$ cat src/shared/lpnp_pkg.sv
/*
 * Package for the link partner next-page status register: field layout,
 * reset value, management frame constants and the carrier types.
 * Assumes a single 200 MHz clock domain shared by every user.
 */
package lpnp_pkg;

   // Register placement and reset
   localparam logic [4:0] REG_OFFSET = 5'h05;
   localparam logic [15:0] REG_RESET = 16'h0000;

   // Field positions inside the 16-bit word
   localparam int POS_MORE_PAGES = 15;
   localparam int POS_ACK = 14;
   localparam int POS_MESSAGE_PAGE = 13;
   localparam int POS_CAN_COMPLY = 12;
   localparam int POS_TOGGLE = 11;
   localparam int CODE_MSB = 10;
   localparam int CODE_WIDTH = 11;

   // Management frame layout
   localparam logic [5:0] PREAMBLE_ONES = 6'h20;
   localparam logic [1:0] OP_READ = 2'h2;
   localparam logic [1:0] OP_WRITE = 2'h1;
   localparam logic [4:0] OP_BITS = 5'h02;
   localparam logic [4:0] ADDR_BITS = 5'h05;
   localparam logic [4:0] TURN_BITS = 5'h02;
   localparam logic [4:0] DATA_BITS = 5'h10;

   // Received link code word, laid out as the register reads
   typedef struct packed {
      logic partner_more_pages;
      logic partner_ack;
      logic message_page_flag;
      logic partner_can_comply;
      logic partner_toggle;
      logic [CODE_WIDTH-1:0] code;
   } lpnp_page_type;

   // One page handed over by the auto-negotiation receiver
   typedef struct packed {
      logic valid;
      logic is_next_page;
      lpnp_page_type page;
   } lpnp_rx_type;

   typedef enum logic [2:0] {
      ST_PREAMBLE = 3'b000,
      ST_START = 3'b001,
      ST_OP = 3'b010,
      ST_PHY = 3'b011,
      ST_REG = 3'b100,
      ST_TURN = 3'b101,
      ST_DATA = 3'b110
   } lpnp_state_type;

endpackage : lpnp_pkg

$ cat src/rtl/lpnp_regif.sv
/*
 * Management serial slave serving the read-only link partner page register.
 * Assumes MDC is slow enough that each phase lasts at least four clk cycles,
 * and that other registers of the device are answered elsewhere.
 */
`timescale 1ns/10ps
module lpnp_regif (
   // Clock and reset
   input wire logic clk,
   input wire logic rstn,
   // Management pins
   input wire logic mdc,
   input wire logic mdio_in,
   output logic mdio_out,
   output logic mdio_oe,
   // Device address
   input wire logic [4:0] phy_address,
   // Auto-negotiation receiver
   input wire lpnp_pkg::lpnp_rx_type rx,
   input wire logic an_complete,
   input wire logic np_supported
);

   // Address match, used only to qualify read frames
   function automatic logic frame_hits(input logic [4:0] phy, input logic [4:0] own, input logic [4:0] regad);
      frame_hits = (phy == own) && (regad == lpnp_pkg::REG_OFFSET);
   endfunction : frame_hits

   // Two-stage synchronisers for the pins, plus one stage for edge finding
   logic [1:0] sync_first;
   logic [1:0] sync_second;
   logic mdc_prev;
   wire logic [1:0] pin_raw;
   wire logic mdc_s;
   wire logic mdio_s;
   wire logic mdc_rise;

   assign pin_raw = {mdio_in, mdc};

   genvar g;
   generate
      for (g = 0; g < 2; g++) begin : g_sync
         always_ff @(posedge clk or negedge rstn) begin
            if (!rstn) begin
               sync_first[g] <= 1'b0;
               sync_second[g] <= 1'b0;
            end else begin
               sync_first[g] <= pin_raw[g];
               sync_second[g] <= sync_first[g];
            end
         end
      end
   endgenerate

   assign mdc_s = sync_second[0];
   assign mdio_s = sync_second[1];

   always_ff @(posedge clk or negedge rstn) begin
      if (!rstn) begin
         mdc_prev <= 1'b0;
      end else begin
         mdc_prev <= mdc_s;
      end
   end

   assign mdc_rise = mdc_s && !mdc_prev;

   // Register content
   lpnp_pkg::lpnp_page_type view;

   lpnp_capture u_capture (
      .clk(clk),
      .rstn(rstn),
      .rx(rx),
      .an_complete(an_complete),
      .np_supported(np_supported),
      .view(view)
   );

   // Frame state
   lpnp_pkg::lpnp_state_type state;
   lpnp_pkg::lpnp_state_type next_state;
   logic [5:0] ones;
   logic [5:0] next_ones;
   logic [4:0] count;
   logic [4:0] next_count;
   logic [1:0] opcode;
   logic [4:0] phy_field;
   logic [4:0] reg_field;
   logic read_hit;
   logic next_read_hit;
   logic [15:0] shifter;
   logic [15:0] next_shifter;
   logic next_mdio_out;
   logic next_mdio_oe;
   wire logic [4:0] count_inc;
   wire logic [5:0] ones_inc;
   wire logic field_done_op;
   wire logic field_done_addr;
   wire logic turn_done;
   wire logic data_done;
   wire logic hit_now;
   wire logic read_take;

   assign count_inc = count + 5'h01;
   assign ones_inc = (ones == lpnp_pkg::PREAMBLE_ONES) ? ones : ones + 6'h01;
   assign field_done_op = (count_inc == lpnp_pkg::OP_BITS);
   assign field_done_addr = (count_inc == lpnp_pkg::ADDR_BITS);
   assign turn_done = (count_inc == lpnp_pkg::TURN_BITS);
   assign data_done = (count_inc == lpnp_pkg::DATA_BITS);
   // Register address completes with the bit sampled now
   assign hit_now = frame_hits(phy_field, phy_address, {reg_field[3:0], mdio_s});
   // Only a matching read loads data, so an unanswered frame keeps the data line low
   assign read_take = (opcode == lpnp_pkg::OP_READ) && hit_now;

   always_comb begin
      next_state = state;
      next_ones = ones;
      next_count = count;
      next_read_hit = read_hit;
      next_shifter = shifter;
      next_mdio_out = mdio_out;
      next_mdio_oe = mdio_oe;
      if (mdc_rise) begin
         case (state)
            lpnp_pkg::ST_PREAMBLE: begin
               if (mdio_s) begin
                  next_ones = ones_inc;
               end else if (ones == lpnp_pkg::PREAMBLE_ONES) begin
                  next_state = lpnp_pkg::ST_START;
               end else begin
                  next_ones = 6'h00;
               end
            end
            lpnp_pkg::ST_START: begin
               next_ones = 6'h00;
               next_count = 5'h00;
               next_state = mdio_s ? lpnp_pkg::ST_OP : lpnp_pkg::ST_PREAMBLE;
            end
            lpnp_pkg::ST_OP: begin
               next_count = field_done_op ? 5'h00 : count_inc;
               if (field_done_op) begin
                  next_state = lpnp_pkg::ST_PHY;
               end
            end
            lpnp_pkg::ST_PHY: begin
               next_count = field_done_addr ? 5'h00 : count_inc;
               if (field_done_addr) begin
                  next_state = lpnp_pkg::ST_REG;
               end
            end
            lpnp_pkg::ST_REG: begin
               next_count = field_done_addr ? 5'h00 : count_inc;
               if (field_done_addr) begin
                  next_state = lpnp_pkg::ST_TURN;
                  // Only reads are answered; a write that hits is dropped
                  next_read_hit = read_take;
                  next_shifter = read_take ? view : lpnp_pkg::REG_RESET;
               end
            end
            lpnp_pkg::ST_TURN: begin
               next_count = turn_done ? 5'h00 : count_inc;
               if (turn_done) begin
                  next_state = lpnp_pkg::ST_DATA;
                  next_mdio_out = shifter[15];
                  next_shifter = {shifter[14:0], 1'b0};
               end else begin
                  // Second turnaround bit is driven low by the slave
                  next_mdio_oe = read_hit;
                  next_mdio_out = 1'b0;
               end
            end
            lpnp_pkg::ST_DATA: begin
               next_count = data_done ? 5'h00 : count_inc;
               if (data_done) begin
                  next_state = lpnp_pkg::ST_PREAMBLE;
                  next_mdio_oe = 1'b0;
                  next_mdio_out = 1'b0;
                  next_read_hit = 1'b0;
               end else begin
                  next_mdio_out = shifter[15];
                  next_shifter = {shifter[14:0], 1'b0};
               end
            end
            default: begin
               next_state = lpnp_pkg::ST_PREAMBLE;
               next_ones = 6'h00;
               next_count = 5'h00;
               next_mdio_oe = 1'b0;
            end
         endcase
      end
   end

   always_ff @(posedge clk or negedge rstn) begin
      if (!rstn) begin
         state <= lpnp_pkg::ST_PREAMBLE;
         ones <= 6'h00;
         count <= 5'h00;
         read_hit <= 1'b0;
         shifter <= lpnp_pkg::REG_RESET;
         mdio_out <= 1'b0;
         mdio_oe <= 1'b0;
      end else begin
         state <= next_state;
         ones <= next_ones;
         count <= next_count;
         read_hit <= next_read_hit;
         shifter <= next_shifter;
         mdio_out <= next_mdio_out;
         mdio_oe <= next_mdio_oe;
      end
   end

   // Header field capture; write data is never stored anywhere
   always_ff @(posedge clk or negedge rstn) begin
      if (!rstn) begin
         opcode <= 2'h0;
         phy_field <= 5'h00;
         reg_field <= 5'h00;
      end else if (mdc_rise) begin
         if (state == lpnp_pkg::ST_OP) begin
            opcode <= {opcode[0], mdio_s};
         end
         if (state == lpnp_pkg::ST_PHY) begin
            phy_field <= {phy_field[3:0], mdio_s};
         end
         if (state == lpnp_pkg::ST_REG) begin
            reg_field <= {reg_field[3:0], mdio_s};
         end
      end
   end

endmodule : lpnp_regif

$ cat src/rtl/lpnp_capture.sv
/*
 * Holds the base page and the next page received from the link partner and
 * presents whichever one the register should show.
 * Assumes the receiver hands over pages on the same clock, one cycle each.
 */
`timescale 1ns/10ps
module lpnp_capture (
   // Clock and reset
   input wire logic clk,
   input wire logic rstn,
   // From the auto-negotiation receiver
   input wire lpnp_pkg::lpnp_rx_type rx,
   input wire logic an_complete,
   input wire logic np_supported,
   // Register view
   output lpnp_pkg::lpnp_page_type view
);

   lpnp_pkg::lpnp_page_type base_word;
   lpnp_pkg::lpnp_page_type next_word;
   lpnp_pkg::lpnp_page_type next_view;
   wire logic take_base;
   wire logic take_next;
   wire logic show_next;

   assign take_base = rx.valid && !rx.is_next_page;
   assign take_next = rx.valid && rx.is_next_page;
   // Base abilities until negotiation is done with next pages supported, then the next page word
   assign show_next = an_complete && np_supported;
   assign next_view = show_next ? next_word : base_word;

   always_ff @(posedge clk or negedge rstn) begin
      if (!rstn) begin
         base_word <= lpnp_pkg::REG_RESET;
         next_word <= lpnp_pkg::REG_RESET;
         view <= lpnp_pkg::REG_RESET;
      end else begin
         if (take_base) begin
            base_word <= rx.page;
         end
         if (take_next) begin
            next_word <= rx.page;
         end
         view <= next_view;
      end
   end

endmodule : lpnp_capture

$ cat config.mk
export PLATFORM = sky130hd
export DESIGN_NAME = lpnp_regif
export DESIGN_NICKNAME = d
export VERILOG_FILES = /design/src/shared/lpnp_pkg.sv /design/src/rtl/lpnp_regif.sv /design/src/rtl/lpnp_capture.sv
export SDC_FILE = /design/constraint.sdc
export NUM_CORES = 1
export LEC_CHECK = 0
export BUFFER_PORTS_ARGS = -buffer_cell sky130_fd_sc_hd__buf_2
export CAP_MARGIN = 20
export CORE_ASPECT_RATIO = 0.5
export CORE_MARGIN = 3
export CORE_UTILIZATION = 60
export CTS_CLUSTER_DIAMETER = 100
export DETAILED_ROUTE_END_ITERATION = 16
export GPL_TIMING_DRIVEN = 0
export PLACE_DENSITY_LB_ADDON = 0.1
export RECOVER_POWER = 100
export SLEW_MARGIN = 20
export SYNTH_ARGS = -nofsm -noshare
export SYNTH_HDL_FRONTEND = slang
export SYNTH_SLANG_ARGS = --single-unit
$ cat constraint.sdc
create_clock -name clk -period 2.8 [get_ports clk]
set_input_delay 0.56 -clock clk [delete_from_list [all_inputs] [get_ports clk]]
set_output_delay 0.56 -clock clk [all_outputs]
set_load 0.02 [all_outputs]
-- Word level (Yosys, flattened, before mapping)
Cells that the tools add are included.
- flip-flop bits (word level): 97
- input bits: 29
- logic and storage cells: 118
- add/subtract/negate cells: 2
- eq/ne operators: 23
- mux-type cells: 31
- bitwise gates (word level): 3
- reductions and logical operators: 26
- operator list (kind ; count):
    $mux W16 ; 5
    $pmux W16 S3 ; 1
    $mux W3 ; 7
    $pmux W3 S7 ; 1
    $ne A2 B2 Y1 const B ; 10
    $pmux W5 S4 ; 1
    $mux W6 ; 3
    $mux W5 ; 3
    $pmux W6 S2 ; 1
    $eq A5 B3 Y1 const B ; 2
    $reduce_and A2 Y1 ; 5
    $reduce_or A5 Y1 ; 2
    $eq A3 B3 Y1 const B ; 3
    $reduce_and A4 Y1 ; 2
    $reduce_and A8 Y1 ; 1
    $add A6 B1 Y6 const B ; 1
    $eq A3 B2 Y1 const B ; 2
    $eq A6 B6 Y1 const B ; 1
    $logic_and A1 B1 Y1 ; 6
    $add A5 B1 Y5 const B ; 1
    $eq A5 B2 Y1 const B ; 1
    $eq A5 B5 Y1 ; 1
    $eq A5 B5 Y1 const B ; 1
    $mux W1 ; 5
    other kinds (13) ; 19

-- Longest topological paths before layout
- depth after elaboration: 6
- depth in mapped cells: 9
- mapped depth without buffers: 8

-- By module
A second synthesis with hierarchy kept.
- cells, all modules: 370
- area, all modules: 4702.0 µm²
- by module, submodules not included (module ; times used ; cells an instance ; area each (µm²)):
    lpnp_regif ; 1 ; 267 ; 2860.2
    lpnp_capture ; 1 ; 103 ; 1841.8

-- Worst setup path before layout
No wires, ideal clock.
- path kind: register -> register
- start: reg count[0]
- end: reg shifter[6]
- setup time: 0.124 ns
- arrival time: 2.141 ns
- data required time: 2.676 ns
- setup slack: 0.536 ns
- stages on the path, launching flop included: 9
- buffers on the path: 2
- clock period less this slack: 2.264 ns
- cells stage by stage: dfrtp_1 ha_1 buf_6 xnor2_1 a31oi_2 o31a_1 a311oi_4 buf_4 a21oi_2
- cells in the longest elaborated chain, start to end: 4
- RTL lines (item ; RTL line ; RTL):
    start, declared ; lpnp_regif.sv:85 ; logic [4:0] count;
    start signal, assigned ; lpnp_regif.sv:207 ; count <= next_count;
    $add A5 B1 Y5 (*) ; lpnp_regif.sv:105 ; assign count_inc = count + 5'h01;
    $eq A5 B5 Y1 (tied with other cells) ; lpnp_regif.sv:110 ; assign data_done = (count_inc == lpnp_pkg::DATA_BITS);
    $ne A2 B2 Y1 (no line) ; - ;
    $reduce_and A5 Y1 (no line) (*) ; - ;
    end signal, assigned ; lpnp_regif.sv:201 ; shifter <= lpnp_pkg::REG_RESET;
    end signal, assigned ; lpnp_regif.sv:209 ; shifter <= next_shifter;
    end, declared ; lpnp_regif.sv:92 ; logic [15:0] shifter;
Every way passes the cells marked *; elsewhere a longest branch is shown, timed or not.
A chain may end at the register's enable or synchronous reset.

-- Worst setup path in the final report
Ends and elaborated chain as after synthesis.

==> impl_metrics.json <==
{
  "status": "finished with violations",
  "failed_checks": "max-capacitance violations, max-slew violations",
  "yosysSeqAreaShare": 0.5405,
  "drive_gt1_frac": 0.2901,
  "seq_area_sq_um": 2427,
  "grt_first_pass_wirelength_microns": 15660,
  "cts_tree": "built",
  "cap_violations": 1,
  "grt_pass1_vias": 3218,
  "peakVddDrop_v": 0.0005045,
  "ys_types": 52,
  "grt_max_degree": 69,
  "antenna_found_initial": 0,
  "r2r-start": "count[0]$_DFFE_PN0P_",
  "worst_slew_pin_slew_ps": 1714,
  "wl_microns": 9094,
  "gp_congestion": 0.9046,
  "setup_viol": 0,
  "start_util": 0.6449,
  "root_buffer": "clkbuf_16",
  "layout_min_cycle_time_ps": 2591,
  "cts_hold_buffers": 0,
  "crit_fanout": 10,
  "worstSkewPairLatency_ps": 340,
  "worstHoldStart": "mdio_in",
  "wl_per_cell_microns": 17.62,
  "cts_buffers": 9,
  "drtAntennaViolNets": 0,
  "cpMostUsedCell": "buf_6",
  "avgSynthCellArea_sq_um": 11.91,
  "fin_tns_setup_ps": 0,
  "n_antenna_cell": 0,
  "postCtsSetupRepairBufs": 0,
  "p_per_area_nw_per_um2": 603.3,
  "cp_cell_sequence": "ha_1 > buf_6 > xnor2_1 > a31oi_1 > o31a_1 > a311oi_4 > buf_6 > nor2_2 > a21oi_1",
  "synth_area_sq_um": 4491,
  "die_w_microns": 128.3,
  "hold_viol_final": 0,
  "finalCritPeriodShare": 0.9252,
  "fmax_ghz": 0.3860,
  "grt-ovfl-total": 0,
  "critPathLaunch": "count[0]$_DFFE_PN0P_",
  "num_rows": 21,
  "finalWorstSetupSlack_ps": 209.4,
  "cts_max_level": 3,
  "place_area_sq_um": 4790,
  "drtIter0Drc": 278,
  "core_sq_um": 6963,
  "vias_per_cell": 5.878,
  "ios": 31,
  "final_cell_mix": "97 x dfrtp_1, 54 x mux2_2, 27 x buf_2, 23 x o21ai_0",
  "cp.arrival_ps": 2850,
  "cp.required_ps": 3060,
  "drcViolationCount": 0,
  "cp_num_buf_inv": 2,
  "min_path_type": "in2reg",
  "clock_sinks": 97,
  "ys.flop_type": "dfrtp_1",
  "area_growth_pct": 12.12,
  "path_clk_slew_ps": 70,
  "crit_family": "compound AO/OA/AOI/OAI gates",
  "async_reset_ff_frac": 1.000,
  "cp-end-kind": "flip-flop",
  "leakage_uw": 0.002097,
  "ys_warn_count": 0,
  "hpwl_microns": 6098,
  "fill_cells": 480,
  "synth_edf_count": 0,
  "fin_area_sq_um": 5035,
  "die_height_microns": 67.18,
  "rsz0062_at_grt": "no",
  "firstDrtPassIters": 5,
  "slew_violations": 30,
  "layout_commonest_cell": "dfrtp_1",
  "nNetsFinal": 453,
  "track_usage": 0.2366,
  "worst_clock_skew_ps": 6.651,
  "multi_input_area_sq_um": 1879,
  "ctsResizeCount": 0,
  "dp_worst_setup_slack_ps": 246.4,
  "num_vias": 3033,
  "syn-instance-count": 377,
  "cts_buffer_depth": 2,
  "die_area_sq_um": 8622,
  "critical_path.startpoint_type": "flip-flop",
  "ys_seq_elements": 97,
  "finish.utilization": 0.7231,
  "max_slew_margin": -0.1425,
  "syn_nets": 411,
  "port_buffers": 30,
  "worstSetupPathType": "reg2reg",
  "cpPeakStageDelay_ps": 480,
  "r2r_setup_slack_ps": 210,
  "crit_slowest_cell": "dfrtp_1"
}
-- report_power, final --
group | switching [uW] | internal, uW | leakage [uW]
clock network | 531 | 703 | 0.000146
registers | 57.1 | 1520 | 0.00115
logic | 108 | 120 | 0.000806
total | 696 | 2340 | 0.00210
-- Yosys cell counts, types with 2 or more instances --
cell,number,area [sq um]
inv_1,11,41.29
a22oi_1,15,112.6
a21oi_1,5,25.02
clkbuf_1,8,30.03
nor4b_1,2,17.52
nand3_1,16,80.08
nor2_2,10,62.56
dfrtp_1,97,2427
ha_1,5,62.56
o31ai_1,2,15.01
nand2_1,20,75.07
buf_4,2,15.01
a31oi_1,2,12.51
o21a_1,2,15.01
mux2_2,60,675.7
a21oi_2,14,122.6
nor3_1,5,25.02
nand4_1,2,12.51
xor2_1,2,17.52
nand2b_1,4,25.02
buf_2,2,10.01
and2_1,3,18.77
and3_1,2,12.51
buf_6,3,33.78
nor3b_1,2,15.01
buf_1,3,11.26
o21ai_0,23,115.1
xnor2_1,7,61.31
nor2b_1,4,25.02
or3_1,3,18.77
a32o_1,2,20.02
nor2_1,19,71.32
-- registers in the layout, summed over array words and instances, names as in the netlist, 4 cells and up --
register             count
ones                     6
reg_field                4
shifter                 16
u_capture.view          16
u_capture.base_word     16
phy_field                5
u_capture.next_word     16
count                    5
-- worst register-to-register path: cells and delay by family, from the launching register on --
family,cells,cell delay [ps]
XOR/XNOR,1,210
adder cells (fa/ha/maj),1,250
flip-flops,1,480
buffers and inverters,2,370
AND/OR/NAND/NOR,1,40
AO/OA/AOI/OAI,4,1170
-- routing by layer --
| metal | wire, microns | GRT usage | vias to the layer above |
|---|---|---|---|
| li1 | - | - | 1430 |
| met1 | 4186 | 0.3031 | 1501 |
| met2 | 4386 | 0.4035 | 87 |
| met3 | 381 | 0.05608 | 15 |
| met4 | 141 | 0.08201 | 0 |
| met5 | 0 | 0 | - |
-- kinds of logic (layout without fill, tap and decap cells) --
kind of cell / after synthesis / count (layout) / synth area share
buf+inv: 30 / 77 / 0.03232
simple gates: 96 / 96 / 0.1120
flops: 97 / 97 / 0.5405
fa+ha+maj: 5 / 5 / 0.01393
mux: 61 / 61 / 0.1527
compound gates: 79 / 79 / 0.1310
xor+xnor: 9 / 9 / 0.01755
-- final timing paths --
path,endpoint,cells past startpoint
setup / recovery,shifter[6]$_DFFE_PN0P_,9
hold / removal,sync_first[1]$_DFF_PN0_,1
setup reg to reg,shifter[6]$_DFFE_PN0P_,9
hold reg to reg,mdc_s$_DFF_PN0_,0
max in group asynchronous,u_capture.base_word[6]$_DFFE_PN0P_,2
min in group asynchronous,count[1]$_DFFE_PN0P_,1
-- through the flow --
| step | instances | total power, uW | hold slack [ps] |
|---|---|---|---|
| final | 516 | 3037 | 321.6 |
| after global routing | 516 | 3166 | 314.2 |
| after CTS | 516 | 3069 | 86.01 |
| after detailed placement | 500 | 1832 | 337.3 |
| after global placement | 499 | 1807 | 335.3 |
| after floorplan | 377 | 1726 | 264.4 |
-- final cells by class --
cell class,instances,area share
plain buffers,18,0.01963
clock buffers,11,0.04622
clock inverters,5,0.01267
inverters,12,0.008946
multi-input cells,250,0.3733
flip-flops and latches,97,0.4821
well taps,92,0.02286
repair buffers,31,0.03429
Power figures use the tool's default switching activity.
